--- src/include/fpc_params.svh ---
`ifndef FPC_PARAMS_SVH
`define FPC_PARAMS_SVH
// clock rate and timing figures
`define FPC_CLK_MHZ 20
`define FPC_POR_US 100
`define FPC_STATUS_LOW_US 300
`define FPC_INIT_US 200
`define FPC_CD2CU_NS 40
`define FPC_USER_INIT_EDGES 8576
// axi4-lite map, byte addresses
`define FPC_ADDR_W 8
`define FPC_A_CTRL 8'h00
`define FPC_A_LEN 8'h04
`define FPC_A_KEY 8'h08
`define FPC_A_UIO 8'h0C
`define FPC_A_STATE 8'h10
`define FPC_A_COUNT 8'h14
`define FPC_A_CHECK 8'h18
`define FPC_RESP_OK 2'h0
`define FPC_RESP_ERR 2'h2
// control field positions and reset value
`define FPC_F_WIDTH 1:0
`define FPC_F_DECOMP 2
`define FPC_F_CRYPT 3
`define FPC_F_INITPIN 4
`define FPC_F_USRCLK 5
`define FPC_F_DUALIO 6
`define FPC_CTRL_RST 32'h00000000
`define FPC_LEN_RST 32'h00000001
`endif

--- src/include/fpc_pkg.sv ---
`default_nettype none
package fpc_pkg;
	typedef enum logic [7:0] {
		ST_POR = 8'h01,
		ST_RESET = 8'h02,
		ST_SWAIT = 8'h04,
		ST_LOAD = 8'h08,
		ST_TAIL = 8'h10,
		ST_DONEW = 8'h20,
		ST_INIT = 8'h40,
		ST_USER = 8'h80
	} fpc_state_type;
	typedef enum logic [1:0] {
		W_8 = 2'h0,
		W_16 = 2'h1,
		W_32 = 2'h2
	} fpc_width_type;
endpackage
`default_nettype wire

--- src/logic/fpc_sync3.sv ---
`include "fpc_params.svh"
`default_nettype none
// three-stage pin synchroniser; output moves only when stages two and three agree
module fpc_sync3 #(
	parameter int W = 1
) (
	input wire logic aclk,
	input wire logic aresetn,
	input wire logic ce,
	input wire logic [W-1:0] d,
	output logic [W-1:0] q
);
	genvar i;
	generate
		for (i = 0; i < W; i++) begin : g_bit
			logic s1_ff, s2_ff, s3_ff, q_ff;
			// stage one feeds only stage two, never any gate
			always_ff @(posedge aclk) begin
				if (!aresetn) begin
					s1_ff <= 1'b0;
					s2_ff <= 1'b0;
					s3_ff <= 1'b0;
					q_ff <= 1'b0;
				end else if (ce) begin
					s1_ff <= d[i];
					s2_ff <= s1_ff;
					s3_ff <= s2_ff;
					if (s2_ff == s3_ff)
						q_ff <= s3_ff;
				end
			end
			assign q[i] = q_ff;
		end
	endgenerate
endmodule
`default_nettype wire

--- src/logic/fpc_ratio.sv ---
`include "fpc_params.svh"
`default_nettype none
// clocks per data word for the chosen bus width and features
module fpc_ratio (
	input wire logic [1:0] width,
	input wire logic decomp,
	input wire logic crypt,
	output logic [3:0] ratio
);
	always_comb begin
		case (fpc_pkg::fpc_width_type'(width))
			fpc_pkg::W_8: ratio = decomp ? 4'h2 : 4'h1;
			fpc_pkg::W_16: ratio = decomp ? 4'h4 : (crypt ? 4'h2 : 4'h1);
			fpc_pkg::W_32: ratio = decomp ? 4'h8 : (crypt ? 4'h4 : 4'h1);
			default: ratio = 4'h1;
		endcase
	end
endmodule
`default_nettype wire

--- src/logic/fpc_loader.sv ---
// How it works
// - byte mode: one clock, two when decompressing
// - 16-bit mode: ratios one, two, four
// - 32-bit mode: ratios one, four, eight
// - spare clocks decrypt and decompress words; here decompression only consumes them
// - narrow modes use only low data bits
// - data pins become user I/O afterwards
// - user mode all high; restart low reconfigures
// - status held low for power-on delay
// - load-complete low until image received
// - config clock ignored after configuration
// - load-complete rises only after whole image
// - init pin low until initialization ends
// - restart drives both lines low quickly
// - status low 268 to 1506 microseconds
// - words sampled on rising config clock
// - oscillator init takes 175 to 437 us
// - user clock init: delay then 8576 edges
`include "fpc_params.svh"
`default_nettype none
module fpc_loader #(
	parameter int POR_CYC = `FPC_POR_US * `FPC_CLK_MHZ,
	parameter int STATUS_LOW_CYC = `FPC_STATUS_LOW_US * `FPC_CLK_MHZ,
	parameter int USER_INIT_EDGES = `FPC_USER_INIT_EDGES
) (
	input wire logic aclk,
	input wire logic aresetn,
	input wire logic ce,
	input wire logic [`FPC_ADDR_W-1:0] awaddr,
	input wire logic awvalid,
	output logic awready,
	input wire logic [31:0] wdata,
	input wire logic [3:0] wstrb,
	input wire logic wvalid,
	output logic wready,
	output logic [1:0] bresp,
	output logic bvalid,
	input wire logic bready,
	input wire logic [`FPC_ADDR_W-1:0] araddr,
	input wire logic arvalid,
	output logic arready,
	output logic [31:0] rdata,
	output logic [1:0] rresp,
	output logic rvalid,
	input wire logic rready,
	input wire logic config_clock,
	input wire logic restart_req_n,
	input wire logic user_init_clock,
	input wire logic [31:0] data_i,
	output logic [31:0] data_o,
	output logic [31:0] data_oe,
	input wire logic status_n_i,
	output logic status_n_o,
	output logic status_n_oe,
	input wire logic conf_done_i,
	output logic conf_done_o,
	output logic conf_done_oe,
	output logic init_done_n,
	output logic [31:0] proc_word,
	output logic proc_valid
);
	localparam int INIT_CYC = `FPC_INIT_US * `FPC_CLK_MHZ;
	localparam int CD2CU_CYC = (`FPC_CD2CU_NS * `FPC_CLK_MHZ + 999) / 1000;

	fpc_pkg::fpc_state_type state_ff;
	logic [15:0] timer_ff, edge_cnt_ff, low_cnt_ff;
	logic [1:0] fall_cnt_ff;
	logic [31:0] ctrl_ff, len_ff, key_ff, uio_ff;
	logic [31:0] word_cnt_ff, hold_ff, check_ff, mask_ff;
	logic [3:0] slot_ff, ratio_ff, ratio_w;
	logic crypt_ff, initpin_ff, usrclk_ff;
	logic cclk_lvl, rst_lvl, ucl_lvl, stat_lvl, cdone_lvl;
	logic cclk_prev_ff, ucl_prev_ff;
	logic [31:0] data_lvl;
	logic rise, fall, ucl_rise, slot_last, last_cap, in_load;
	logic [31:0] lane_word, out_word;

	//////////////////////////////////////////////////////////////////
	// pin synchronisers and edge finding
	fpc_sync3 #(.W(5)) u_sync_ctl (
		.aclk(aclk),
		.aresetn(aresetn),
		.ce(ce),
		.d({config_clock, restart_req_n, user_init_clock, status_n_i, conf_done_i}),
		.q({cclk_lvl, rst_lvl, ucl_lvl, stat_lvl, cdone_lvl})
	);
	// data shares the clock's delay so a word lines up with its edge
	fpc_sync3 #(.W(32)) u_sync_data (
		.aclk(aclk),
		.aresetn(aresetn),
		.ce(ce),
		.d(data_i),
		.q(data_lvl)
	);
	fpc_ratio u_ratio (
		.width(ctrl_ff[`FPC_F_WIDTH]),
		.decomp(ctrl_ff[`FPC_F_DECOMP]),
		.crypt(ctrl_ff[`FPC_F_CRYPT]),
		.ratio(ratio_w)
	);

	always_ff @(posedge aclk) begin
		if (!aresetn) begin
			cclk_prev_ff <= 1'b0;
			ucl_prev_ff <= 1'b0;
		end else if (ce) begin
			cclk_prev_ff <= cclk_lvl;
			ucl_prev_ff <= ucl_lvl;
		end
	end
	assign rise = cclk_lvl && !cclk_prev_ff;
	assign fall = !cclk_lvl && cclk_prev_ff;
	assign ucl_rise = ucl_lvl && !ucl_prev_ff;
	assign in_load = (state_ff == fpc_pkg::ST_LOAD) || (state_ff == fpc_pkg::ST_TAIL);
	assign slot_last = (slot_ff == ratio_ff - 4'h1);
	assign last_cap = (state_ff == fpc_pkg::ST_LOAD) && rise && (slot_ff == 4'h0) && (word_cnt_ff + 32'h1 >= len_ff);
	assign lane_word = data_lvl & mask_ff;
	// decrypt step: whitening with the key; decompression only consumes slots
	assign out_word = ((slot_ff == 4'h0) ? lane_word : hold_ff) ^ (crypt_ff ? (key_ff & mask_ff) : 32'h0);

	//////////////////////////////////////////////////////////////////
	// sequencing: power-up, restart, load, handshake, initialization
	always_ff @(posedge aclk) begin
		if (!aresetn) begin
			state_ff <= fpc_pkg::ST_POR;
			timer_ff <= 16'h0000;
			fall_cnt_ff <= 2'h0;
			edge_cnt_ff <= 16'h0000;
		end else if (ce) begin
			if (!rst_lvl && state_ff != fpc_pkg::ST_POR) begin
				state_ff <= fpc_pkg::ST_RESET;
				timer_ff <= 16'h0000;
			end else begin
				case (state_ff)
					fpc_pkg::ST_POR: begin
						timer_ff <= timer_ff + 16'h0001;
						if (timer_ff >= 16'(POR_CYC - 1)) begin
							state_ff <= fpc_pkg::ST_SWAIT;
							timer_ff <= 16'h0000;
						end
					end
					fpc_pkg::ST_RESET: begin
						state_ff <= fpc_pkg::ST_SWAIT;
						timer_ff <= 16'h0000;
					end
					fpc_pkg::ST_SWAIT: begin
						// the host may hold the status line low to stretch this phase
						if (timer_ff < 16'(STATUS_LOW_CYC))
							timer_ff <= timer_ff + 16'h0001;
						else if (stat_lvl)
							state_ff <= fpc_pkg::ST_LOAD;
					end
					fpc_pkg::ST_LOAD: begin
						// a ratio-one load skips the tail, so the falling-edge count is cleared here
						fall_cnt_ff <= 2'h0;
						if (last_cap)
							state_ff <= (ratio_ff == 4'h1) ? fpc_pkg::ST_DONEW : fpc_pkg::ST_TAIL;
					end
					fpc_pkg::ST_TAIL: begin
						if (rise && slot_last)
							state_ff <= fpc_pkg::ST_DONEW;
						fall_cnt_ff <= 2'h0;
					end
					fpc_pkg::ST_DONEW: begin
						// edges count only once the pin has really risen
						if (fall && cdone_lvl) begin
							fall_cnt_ff <= fall_cnt_ff + 2'h1;
							if (fall_cnt_ff == 2'h1) begin
								state_ff <= fpc_pkg::ST_INIT;
								timer_ff <= 16'h0000;
								edge_cnt_ff <= 16'h0000;
							end
						end
					end
					fpc_pkg::ST_INIT: begin
						if (timer_ff != 16'hFFFF)
							timer_ff <= timer_ff + 16'h0001;
						if (!usrclk_ff) begin
							if (timer_ff >= 16'(INIT_CYC - 1))
								state_ff <= fpc_pkg::ST_USER;
						end else if (timer_ff >= 16'(CD2CU_CYC) && ucl_rise) begin
							edge_cnt_ff <= edge_cnt_ff + 16'h0001;
							if (edge_cnt_ff >= 16'(USER_INIT_EDGES - 1))
								state_ff <= fpc_pkg::ST_USER;
						end
					end
					fpc_pkg::ST_USER: state_ff <= fpc_pkg::ST_USER;
					default: state_ff <= fpc_pkg::ST_POR;
				endcase
			end
		end
	end

	//////////////////////////////////////////////////////////////////
	// word reception; settings are frozen at the start of a load
	always_ff @(posedge aclk) begin
		if (!aresetn) begin
			word_cnt_ff <= 32'h0;
			slot_ff <= 4'h0;
			hold_ff <= 32'h0;
			check_ff <= 32'h0;
			ratio_ff <= 4'h1;
			mask_ff <= 32'h000000FF;
			crypt_ff <= 1'b0;
			initpin_ff <= 1'b0;
			usrclk_ff <= 1'b0;
			proc_word <= 32'h0;
			proc_valid <= 1'b0;
		end else if (ce) begin
			proc_valid <= 1'b0;
			if (state_ff == fpc_pkg::ST_RESET || state_ff == fpc_pkg::ST_SWAIT || state_ff == fpc_pkg::ST_POR) begin
				word_cnt_ff <= 32'h0;
				slot_ff <= 4'h0;
				check_ff <= 32'h0;
				ratio_ff <= ratio_w;
				crypt_ff <= ctrl_ff[`FPC_F_CRYPT];
				initpin_ff <= ctrl_ff[`FPC_F_INITPIN];
				usrclk_ff <= ctrl_ff[`FPC_F_USRCLK];
				case (fpc_pkg::fpc_width_type'(ctrl_ff[`FPC_F_WIDTH]))
					fpc_pkg::W_8: mask_ff <= 32'h000000FF;
					fpc_pkg::W_16: mask_ff <= 32'h0000FFFF;
					default: mask_ff <= 32'hFFFFFFFF;
				endcase
			end else if (in_load && rise) begin
				// the host spaces words by the ratio, so slot zero always holds a new word
				slot_ff <= slot_last ? 4'h0 : slot_ff + 4'h1;
				if (slot_ff == 4'h0 && state_ff == fpc_pkg::ST_LOAD) begin
					hold_ff <= lane_word;
					word_cnt_ff <= word_cnt_ff + 32'h1;
				end
				if (slot_last) begin
					proc_word <= out_word;
					proc_valid <= 1'b1;
					check_ff <= check_ff ^ out_word;
				end
			end
		end
	end

	//////////////////////////////////////////////////////////////////
	// open-drain control lines and dual-purpose data pins
	always_ff @(posedge aclk) begin
		if (!aresetn) begin
			status_n_o <= 1'b0;
			status_n_oe <= 1'b1;
			conf_done_o <= 1'b0;
			conf_done_oe <= 1'b1;
			init_done_n <= 1'b1;
			data_o <= 32'h0;
			data_oe <= 32'h0;
			low_cnt_ff <= 16'h0000;
		end else if (ce) begin
			status_n_o <= 1'b0;
			conf_done_o <= 1'b0;
			if (!rst_lvl && state_ff != fpc_pkg::ST_POR) begin
				status_n_oe <= 1'b1;
				conf_done_oe <= 1'b1;
			end else begin
				status_n_oe <= (state_ff == fpc_pkg::ST_POR) || (state_ff == fpc_pkg::ST_RESET) ||
					((state_ff == fpc_pkg::ST_SWAIT) && (timer_ff < 16'(STATUS_LOW_CYC)));
				conf_done_oe <= !(state_ff == fpc_pkg::ST_DONEW || state_ff == fpc_pkg::ST_INIT ||
					state_ff == fpc_pkg::ST_USER);
			end
			init_done_n <= !(initpin_ff && (in_load || state_ff == fpc_pkg::ST_DONEW ||
				state_ff == fpc_pkg::ST_INIT));
			data_o <= uio_ff;
			data_oe <= {32{(state_ff == fpc_pkg::ST_USER) && ctrl_ff[`FPC_F_DUALIO]}};
			// only read by the status width check below
			low_cnt_ff <= status_n_oe ? ((low_cnt_ff == 16'hFFFF) ? low_cnt_ff : low_cnt_ff + 16'h0001) : 16'h0000;
		end
	end

	//////////////////////////////////////////////////////////////////
	// axi4-lite slave; address and data may come in either order
	logic aw_held_ff, w_held_ff;
	logic [`FPC_ADDR_W-1:0] aw_addr_ff;
	logic [31:0] w_data_ff, wmask, rd_data;
	logic [3:0] w_strb_ff;
	logic rd_err;
	genvar b;
	generate
		for (b = 0; b < 4; b++) begin : g_strb
			assign wmask[8*b +: 8] = {8{w_strb_ff[b]}};
		end
	endgenerate

	always_ff @(posedge aclk) begin
		if (!aresetn) begin
			aw_held_ff <= 1'b0;
			w_held_ff <= 1'b0;
			awready <= 1'b0;
			wready <= 1'b0;
			bvalid <= 1'b0;
			bresp <= `FPC_RESP_OK;
			aw_addr_ff <= '0;
			w_data_ff <= 32'h0;
			w_strb_ff <= 4'h0;
			ctrl_ff <= `FPC_CTRL_RST;
			len_ff <= `FPC_LEN_RST;
			key_ff <= 32'h0;
			uio_ff <= 32'h0;
		end else if (ce) begin
			if (awvalid && awready) begin
				aw_held_ff <= 1'b1;
				aw_addr_ff <= awaddr;
				awready <= 1'b0;
			end else if (!aw_held_ff)
				awready <= 1'b1;
			if (wvalid && wready) begin
				w_held_ff <= 1'b1;
				w_data_ff <= wdata;
				w_strb_ff <= wstrb;
				wready <= 1'b0;
			end else if (!w_held_ff)
				wready <= 1'b1;
			if (bvalid && bready)
				bvalid <= 1'b0;
			else if (aw_held_ff && w_held_ff && !bvalid) begin
				aw_held_ff <= 1'b0;
				w_held_ff <= 1'b0;
				bvalid <= 1'b1;
				bresp <= `FPC_RESP_OK;
				case (aw_addr_ff)
					`FPC_A_CTRL: ctrl_ff <= (ctrl_ff & ~wmask) | (w_data_ff & wmask);
					`FPC_A_LEN: len_ff <= (len_ff & ~wmask) | (w_data_ff & wmask);
					`FPC_A_KEY: key_ff <= (key_ff & ~wmask) | (w_data_ff & wmask);
					`FPC_A_UIO: uio_ff <= (uio_ff & ~wmask) | (w_data_ff & wmask);
					default: bresp <= `FPC_RESP_ERR;
				endcase
			end
		end
	end

	// read decode
	always_comb begin
		rd_err = 1'b0;
		case (araddr)
			`FPC_A_CTRL: rd_data = ctrl_ff;
			`FPC_A_LEN: rd_data = len_ff;
			`FPC_A_KEY: rd_data = key_ff;
			`FPC_A_UIO: rd_data = uio_ff;
			`FPC_A_STATE: rd_data = {24'h0, state_ff};
			`FPC_A_COUNT: rd_data = word_cnt_ff;
			`FPC_A_CHECK: rd_data = check_ff;
			default: begin
				rd_data = 32'h0;
				rd_err = 1'b1;
			end
		endcase
	end

	always_ff @(posedge aclk) begin
		if (!aresetn) begin
			arready <= 1'b0;
			rvalid <= 1'b0;
			rdata <= 32'h0;
			rresp <= `FPC_RESP_OK;
		end else if (ce) begin
			if (arvalid && arready) begin
				arready <= 1'b0;
				rvalid <= 1'b1;
				rdata <= rd_data;
				rresp <= rd_err ? `FPC_RESP_ERR : `FPC_RESP_OK;
			end else if (rvalid && rready) begin
				rvalid <= 1'b0;
				arready <= 1'b1;
			end else if (!rvalid)
				arready <= 1'b1;
		end
	end
endmodule
`default_nettype wire

--- config.mk ---
export PLATFORM = sky130hd
export DESIGN_NAME = fpc_loader
export DESIGN_NICKNAME = d
export VERILOG_FILES = /design/src/include/fpc_pkg.sv /design/src/logic/fpc_sync3.sv /design/src/logic/fpc_ratio.sv /design/src/logic/fpc_loader.sv
export VERILOG_INCLUDE_DIRS = /design/src /design/src/include
export SDC_FILE = /design/constraint.sdc
export NUM_CORES = 1
export LEC_CHECK = 0
export ABC_AREA = 1
export BUFFER_PORTS_ARGS = -buffer_cell sky130_fd_sc_hd__buf_2
export CAP_MARGIN = 20
export CORE_AREA = 2 2 251 203
export DETAILED_ROUTE_END_ITERATION = 16
export DIE_AREA = 0 0 253 205
export GPL_ROUTABILITY_DRIVEN = 1
export GPL_TIMING_DRIVEN = 0
export PLACE_DENSITY = 0.85
export SETUP_SLACK_MARGIN = 0.3
export SLEW_MARGIN = 20
export SYNTH_ARGS = -nofsm -noshare
export SYNTH_HDL_FRONTEND = slang
export SYNTH_HIERARCHICAL = 1
export SYNTH_SLANG_ARGS = --single-unit
--- constraint.sdc ---
create_clock -name aclk -period 8.6 [get_ports aclk]
set_input_delay 0 -clock aclk [delete_from_list [all_inputs] [get_ports aclk]]
set_output_delay 0 -clock aclk [all_outputs]
set_load 0.03 [all_outputs]
==> flow_summary.html <==
<table>
<tr><th>Metric</th><th>Value</th></tr>
<tr><th colspan="2">Timing</th></tr>
<tr><td>Post-route fraction of the period consumed by the critical path</td><td>52.2%</td></tr>
<tr><td>Clock Skew</td><td>~0.03 ns</td></tr>
<tr><td>Measured slew at the worst slew-check pin</td><td>1.05 ns</td></tr>
<tr><td>Setup total negative slack</td><td>0 ns</td></tr>
<tr><td>Peak Freq</td><td>between 0.2 and 0.25 GHz</td></tr>
<tr><td>Fin. Hold Viols</td><td>0</td></tr>
<tr><td>Tmin final</td><td>4.49 ns</td></tr>
<tr><td>Max-Slew Margin vs Limit</td><td>30.2%</td></tr>
<tr><td>Unrepaired setup endpoints after global routing</td><td>no</td></tr>
<tr><td>Number of failing setup endpoints in the final timing report</td><td>0</td></tr>
<tr><td>Max Transition Viols Final</td><td>0</td></tr>
<tr><th colspan="2">Synth</th></tr>
<tr><td>Seq/Total Area, Yosys</td><td>43.4%</td></tr>
<tr><td>Yosys Warn Count</td><td>6</td></tr>
<tr><td>Multiplexer share of the synthesized area</td><td>0%</td></tr>
<tr><td>Dominant combinational cell family by area after synthesis</td><td>simple AND/OR/NAND/NOR gates</td></tr>
<tr><td>Gate count of the mapped netlist</td><td>around 3800</td></tr>
<tr><td>Synthesized-area fraction occupied by and/or/nand/nor cells</td><td>between 20% and 30%</td></tr>
<tr><td>Fraction of the mapped netlist area in compound gates</td><td>18.9%</td></tr>
<tr><td>Number of synthesized register bits</td><td>583</td></tr>
<tr><td>Most used flip-flop cell after synthesis</td><td>sky130_fd_sc_hd__dfxtp_1</td></tr>
<tr><td>Synth Area in Adders</td><td>between 1.5 and 2%</td></tr>
<tr><td>Mean instance size in the synthesized netlist</td><td>7.14 µm²</td></tr>
<tr><td>Synth Area in XOR/XNOR</td><td>2.35%</td></tr>
<tr><td>Number of enable-type register cells in the synthesized netlist</td><td>0</td></tr>
<tr><td>Syn Std Cell Area</td><td>26900 µm²</td></tr>
<tr><td>Async set-or-reset flop fraction in the synthesized netlist</td><td>0%</td></tr>
<tr><td>Number of different library cells in the post-synthesis netlist</td><td>55</td></tr>
<tr><th colspan="2">Critical path</th></tr>
<tr><td>Crit Path Category</td><td>reg -&gt; reg</td></tr>
<tr><td>Element type at the critical path start</td><td>flop</td></tr>
<tr><td>Arrival time reported for the critical path endpoint</td><td>approximately 5.0 ns</td></tr>
<tr><td>Buffers and inverters on the worst path</td><td>1</td></tr>
<tr><td>Required time worst endpoint</td><td>9.12 ns</td></tr>
<tr><td>Crit end category</td><td>flop</td></tr>
<tr><td>Ordered list of cells on the worst path</td><td>ha_1, nand2_1, nor2_1, nand2_1, nor2_1, nand2_1, nor4_2, nand2_1, nor2_1, nand2_1, and2_1, ha_1, nand2_1, nor2_1, nand2_1, nor2_1, nand2_1, nand2_1, nand2_1, nand2_1, clkbuf_1, nand3_1, nand2_1, nor2_1</td></tr>
<tr><td>Library cell contributing the largest single delay on the critical path</td><td>sky130_fd_sc_hd__nor4_2</td></tr>
<tr><td>Worst path max stage delay</td><td>0.47 ns</td></tr>
<tr><td>Max FO, Critical Path</td><td>10</td></tr>
<tr><td>Cell seen most often among critical-path stages</td><td>sky130_fd_sc_hd__nand2_1</td></tr>
<tr><td>Cell depth of the worst flop-to-flop path</td><td>24</td></tr>
<tr><td>Stages on worst setup path</td><td>24</td></tr>
<tr><td>Delay-heaviest family, CP</td><td>simple AND/OR/NAND/NOR gates</td></tr>
<tr><th colspan="2">Route</th></tr>
<tr><td>Total Routed Length</td><td>between 80000 and 90000 µm</td></tr>
<tr><td>Routed length per instance</td><td>~19 µm</td></tr>
<tr><td>DRC violation total after the first TritonRoute iteration</td><td>3355</td></tr>
<tr><td>Antenna-violating nets left</td><td>0</td></tr>
<tr><td>Via/cell ratio</td><td>around 5.7</td></tr>
<tr><td>Remaining routing DRC violations</td><td>0</td></tr>
<tr><td>Via count</td><td>27800</td></tr>
<tr><td>Count of TritonRoute iterations in the first routing pass</td><td>8</td></tr>
<tr><th colspan="2">Pwr</th></tr>
<tr><td>IR Drop Worst-Case VDD</td><td>170 µV</td></tr>
<tr><td>Cell leakage power</td><td>0.0134 µW</td></tr>
<tr><td>Sequential group share of total power</td><td>43.0%</td></tr>
<tr><td>Combinational share of power</td><td>19.0%</td></tr>
<tr><td>Total Power Consumption</td><td>6670 µW</td></tr>
<tr><td>Switching power</td><td>2080 µW</td></tr>
<tr><td>Net switching fraction of the power</td><td>31.1%</td></tr>
<tr><td>Power density relative to cell area</td><td>209 nW/µm²</td></tr>
<tr><td>Cell-internal power</td><td>4600 µW</td></tr>
<tr><td>Clock network fraction of total power</td><td>38.1%</td></tr>
<tr><th colspan="2">Global route</th></tr>
<tr><td>Total overflow reported by the global router</td><td>0</td></tr>
<tr><td>Number of global-route vias before repair</td><td>25400</td></tr>
<tr><td>Pin count of the biggest net entering global routing</td><td>34</td></tr>
<tr><td>Global router's overall resource usage</td><td>33.4%</td></tr>
<tr><td>Antenna violations before repair</td><td>2</td></tr>
<tr><td>Global-route wire length before repair</td><td>136000 µm</td></tr>
<tr><th colspan="2">Floorplan</th></tr>
<tr><td>Starting Density</td><td>54.5%</td></tr>
<tr><td>Chip Width</td><td>253 µm</td></tr>
<tr><td>Standard-cell row count</td><td>between 70 and 80</td></tr>
<tr><td>Number of I/O pins</td><td>between 200 and 250</td></tr>
<tr><td>Area enclosed by the die boundary</td><td>51900 µm²</td></tr>
<tr><td>Std-Cell Core Area</td><td>49300 µm²</td></tr>
<tr><td>Die height</td><td>around 200 µm</td></tr>
<tr><th colspan="2">Clock tree</th></tr>
<tr><td>H-tree level count</td><td>2</td></tr>
<tr><td>CTS sink count</td><td>roughly 580</td></tr>
<tr><td>Post-CTS Hold Buffers</td><td>about 110</td></tr>
<tr><td>Clock slew seen by the registers of the worst setup and hold paths</td><td>0.07 ns</td></tr>
<tr><td>Post CTS Setup Buffer Count</td><td>0</td></tr>
<tr><td>Clk Tree Root Cell</td><td>sky130_fd_sc_hd__clkbuf_16</td></tr>
<tr><td>Quantity of gates resized following cts</td><td>0</td></tr>
<tr><td>TritonCTS Buffers</td><td>56</td></tr>
<tr><td>Clock Path Buffers</td><td>3</td></tr>
<tr><td>Clock Latency Late Sink</td><td>0.64 ns</td></tr>
<tr><td>TritonCTS clock tree</td><td>yes</td></tr>
<tr><th colspan="2">Status</th></tr>
<tr><td>Run status</td><td>completed</td></tr>
<tr><th colspan="2">Layout</th></tr>
<tr><td>Count of non-filler cells in the finished layout</td><td>~5000</td></tr>
<tr><td>Filler cell count in the final layout</td><td>~4200</td></tr>
<tr><td>Area grow syn2layout</td><td>18.5%</td></tr>
<tr><td>Share of layout cells above drive strength 1</td><td>11.9%</td></tr>
<tr><td>Net count of the finished layout</td><td>roughly 4300</td></tr>
<tr><td>Final core area utilization</td><td>64.6%</td></tr>
<tr><th colspan="2">Job</th></tr>
<tr><td>Max Cap Viol</td><td>0</td></tr>
<tr><th colspan="2">Placement</th></tr>
<tr><td>Buffers added on ports</td><td>235</td></tr>
<tr><td>Final HPWL from detailed placement</td><td>~66000 µm</td></tr>
<tr><td>Number of cells after detailed placement</td><td>4637</td></tr>
<tr><td>Final weighted congestion in routability-driven placement</td><td>a little over 1</td></tr>
<tr><th colspan="2">Min path</th></tr>
<tr><td>Worst min-delay path category</td><td>in -&gt; reg</td></tr>
<tr><td>Hold depth</td><td>5</td></tr>
</table>
[logic make-up (layout without fill, tap and decap cells)]
family,after synthesis,after routing
and+or+nand+nor,1405,1405
AOI/OAI and AO/OA,962,962
buffers and inverters,697,1149
DFF,583,583
xor gates and xnor gates,72,72
adders and majority gates,42,42
other,1,7
[per-layer routing]
layer	share of wire (%)	GRT usage, %	wire length, µm
met5	0	0	0
met1	40	43.7	36400
met4	5.1	17.0	4570
met2	44	51.9	39400
met3	11	7.47	9690
[final timing paths]
path                                    start                         to  slack [ns]
setup reg to reg  word_cnt_ff[0]$_SDFFE_PN0P_   state_ff[5]$_SDFFE_PN0P_        4.11
setup / recovery  word_cnt_ff[0]$_SDFFE_PN0P_   state_ff[5]$_SDFFE_PN0P_        4.11
hold reg to reg      hold_ff[14]$_SDFFE_PN0P_   hold_ff[14]$_SDFFE_PN0P_        0.46
hold / removal                         wvalid  w_data_ff[5]$_SDFFE_PN0P_        0.08
[power groups by stage]
stage	combinational [µW]	clock, µW	sequential, µW
after floorplan	822	0	2920
after global placement	1150	0	2920
after detailed placement	1170	0	2920
after CTS	1220	2530	2860
after global routing	1390	2640	2880
final	1270	2540	2870
[cells in the mapped netlist (2+ instances only)]
| master | count | area (µm²) |
|---|---|---|
| sky130_fd_sc_hd__nand2_1 | 747 | 2800 |
| sky130_fd_sc_hd__dfxtp_1 | 583 | 11700 |
| sky130_fd_sc_hd__a21oi_1 | 440 | 2200 |
| sky130_fd_sc_hd__inv_1 | 413 | 1550 |
| sky130_fd_sc_hd__o21ai_0 | 392 | 1960 |
| sky130_fd_sc_hd__nor2_1 | 365 | 1370 |
| sky130_fd_sc_hd__clkbuf_1 | 133 | 499 |
| sky130_fd_sc_hd__nand3_1 | 133 | 666 |
| sky130_fd_sc_hd__buf_4 | 80 | 601 |
| sky130_fd_sc_hd__xor2_1 | 68 | 596 |
| sky130_fd_sc_hd__nor3_1 | 58 | 290 |
| sky130_fd_sc_hd__ha_1 | 42 | 526 |
| sky130_fd_sc_hd__nand4_1 | 40 | 250 |
| sky130_fd_sc_hd__buf_2 | 36 | 180 |
| sky130_fd_sc_hd__o21ai_1 | 29 | 145 |
| sky130_fd_sc_hd__a211oi_1 | 27 | 203 |
| sky130_fd_sc_hd__o22ai_1 | 22 | 138 |
| sky130_fd_sc_hd__inv_2 | 16 | 60.1 |
| sky130_fd_sc_hd__o221ai_1 | 16 | 140 |
| sky130_fd_sc_hd__nor2_2 | 13 | 81.3 |
| sky130_fd_sc_hd__buf_6 | 11 | 124 |
| sky130_fd_sc_hd__nor4_1 | 11 | 68.8 |
| sky130_fd_sc_hd__o31ai_1 | 11 | 82.6 |
| sky130_fd_sc_hd__o2111ai_1 | 9 | 78.8 |
| sky130_fd_sc_hd__clkinv_1 | 6 | 22.5 |
| sky130_fd_sc_hd__nor2_4 | 5 | 56.3 |
| sky130_fd_sc_hd__and2_1 | 4 | 25.0 |
| sky130_fd_sc_hd__nand3_2 | 4 | 40.0 |
| sky130_fd_sc_hd__nand3b_1 | 4 | 30.0 |
| sky130_fd_sc_hd__xnor2_1 | 4 | 35.0 |
| sky130_fd_sc_hd__a31oi_1 | 3 | 18.8 |
| sky130_fd_sc_hd__nand2_2 | 3 | 18.8 |
| sky130_fd_sc_hd__nand4_2 | 3 | 37.5 |
| sky130_fd_sc_hd__o211a_1 | 3 | 30.0 |
| sky130_fd_sc_hd__o211ai_1 | 3 | 22.5 |
| sky130_fd_sc_hd__and3_1 | 2 | 12.5 |
| sky130_fd_sc_hd__nor3_2 | 2 | 20.0 |
| sky130_fd_sc_hd__nor3b_1 | 2 | 15.0 |
| sky130_fd_sc_hd__o21a_1 | 2 | 15.0 |
| sky130_fd_sc_hd__or2_0 | 2 | 12.5 |
[cell usage in the layout (no fill, tap or decap), types with 10 or more instances in the layout]
cell	n
sky130_fd_sc_hd__a211oi_1	27
sky130_fd_sc_hd__a21oi_1	440
sky130_fd_sc_hd__buf_2	271
sky130_fd_sc_hd__buf_4	80
sky130_fd_sc_hd__buf_6	11
sky130_fd_sc_hd__clkbuf_1	155
sky130_fd_sc_hd__clkbuf_16	57
sky130_fd_sc_hd__dfxtp_1	583
sky130_fd_sc_hd__dlygate4sd3_1	113
sky130_fd_sc_hd__ha_1	42
sky130_fd_sc_hd__inv_1	413
sky130_fd_sc_hd__inv_2	16
sky130_fd_sc_hd__nand2_1	747
sky130_fd_sc_hd__nand3_1	133
sky130_fd_sc_hd__nand4_1	40
sky130_fd_sc_hd__nor2_1	365
sky130_fd_sc_hd__nor2_2	13
sky130_fd_sc_hd__nor3_1	58
sky130_fd_sc_hd__nor4_1	10
sky130_fd_sc_hd__o21ai_0	392
sky130_fd_sc_hd__o21ai_1	29
sky130_fd_sc_hd__o221ai_1	16
sky130_fd_sc_hd__o22ai_1	22
sky130_fd_sc_hd__o31ai_1	11
sky130_fd_sc_hd__xor2_1	68
[worst min-delay path, stage by stage]
cell                       delay [ns]
sky130_fd_sc_hd__buf_2           0.08
sky130_fd_sc_hd__nand3_1         0.10
sky130_fd_sc_hd__clkbuf_1        0.23
sky130_fd_sc_hd__o21ai_0         0.21
sky130_fd_sc_hd__a21oi_1         0.05
[final cells by class]
| class | instances | area [µm²] | area share (%) |
|---|---|---|---|
| timing repair buffer | 349 | 2310 | 7.26 |
| clock buffer | 83 | 1560 | 4.91 |
| sequential | 583 | 11700 | 36.6 |
| tap | 637 | 797 | 2.50 |
| buffer | 262 | 1410 | 4.44 |
| multi-input combinational | 2485 | 12200 | 38.2 |
| clock inverter | 20 | 284 | 0.892 |
| antenna | 3 | 7.51 | 0.0236 |
| inverter | 435 | 1630 | 5.13 |
[through the flow]
stage / instance area (µm²) / worst slack [ns] / hold WS [ns]
6_report: 31800 / 4.11 / 0.0781
5_1_grt: 31800 / 3.87 / 0.123
4_1_cts: 31800 / 4.35 / 0.0618
3_5_place_dp: 28800 / 4.38 / 0.228
3_3_place_gp: 28800 / 4.39 / 0.221
2_1_floorplan: 26900 / 5.48 / 0.135
Power figures use the tool's default switching activity.
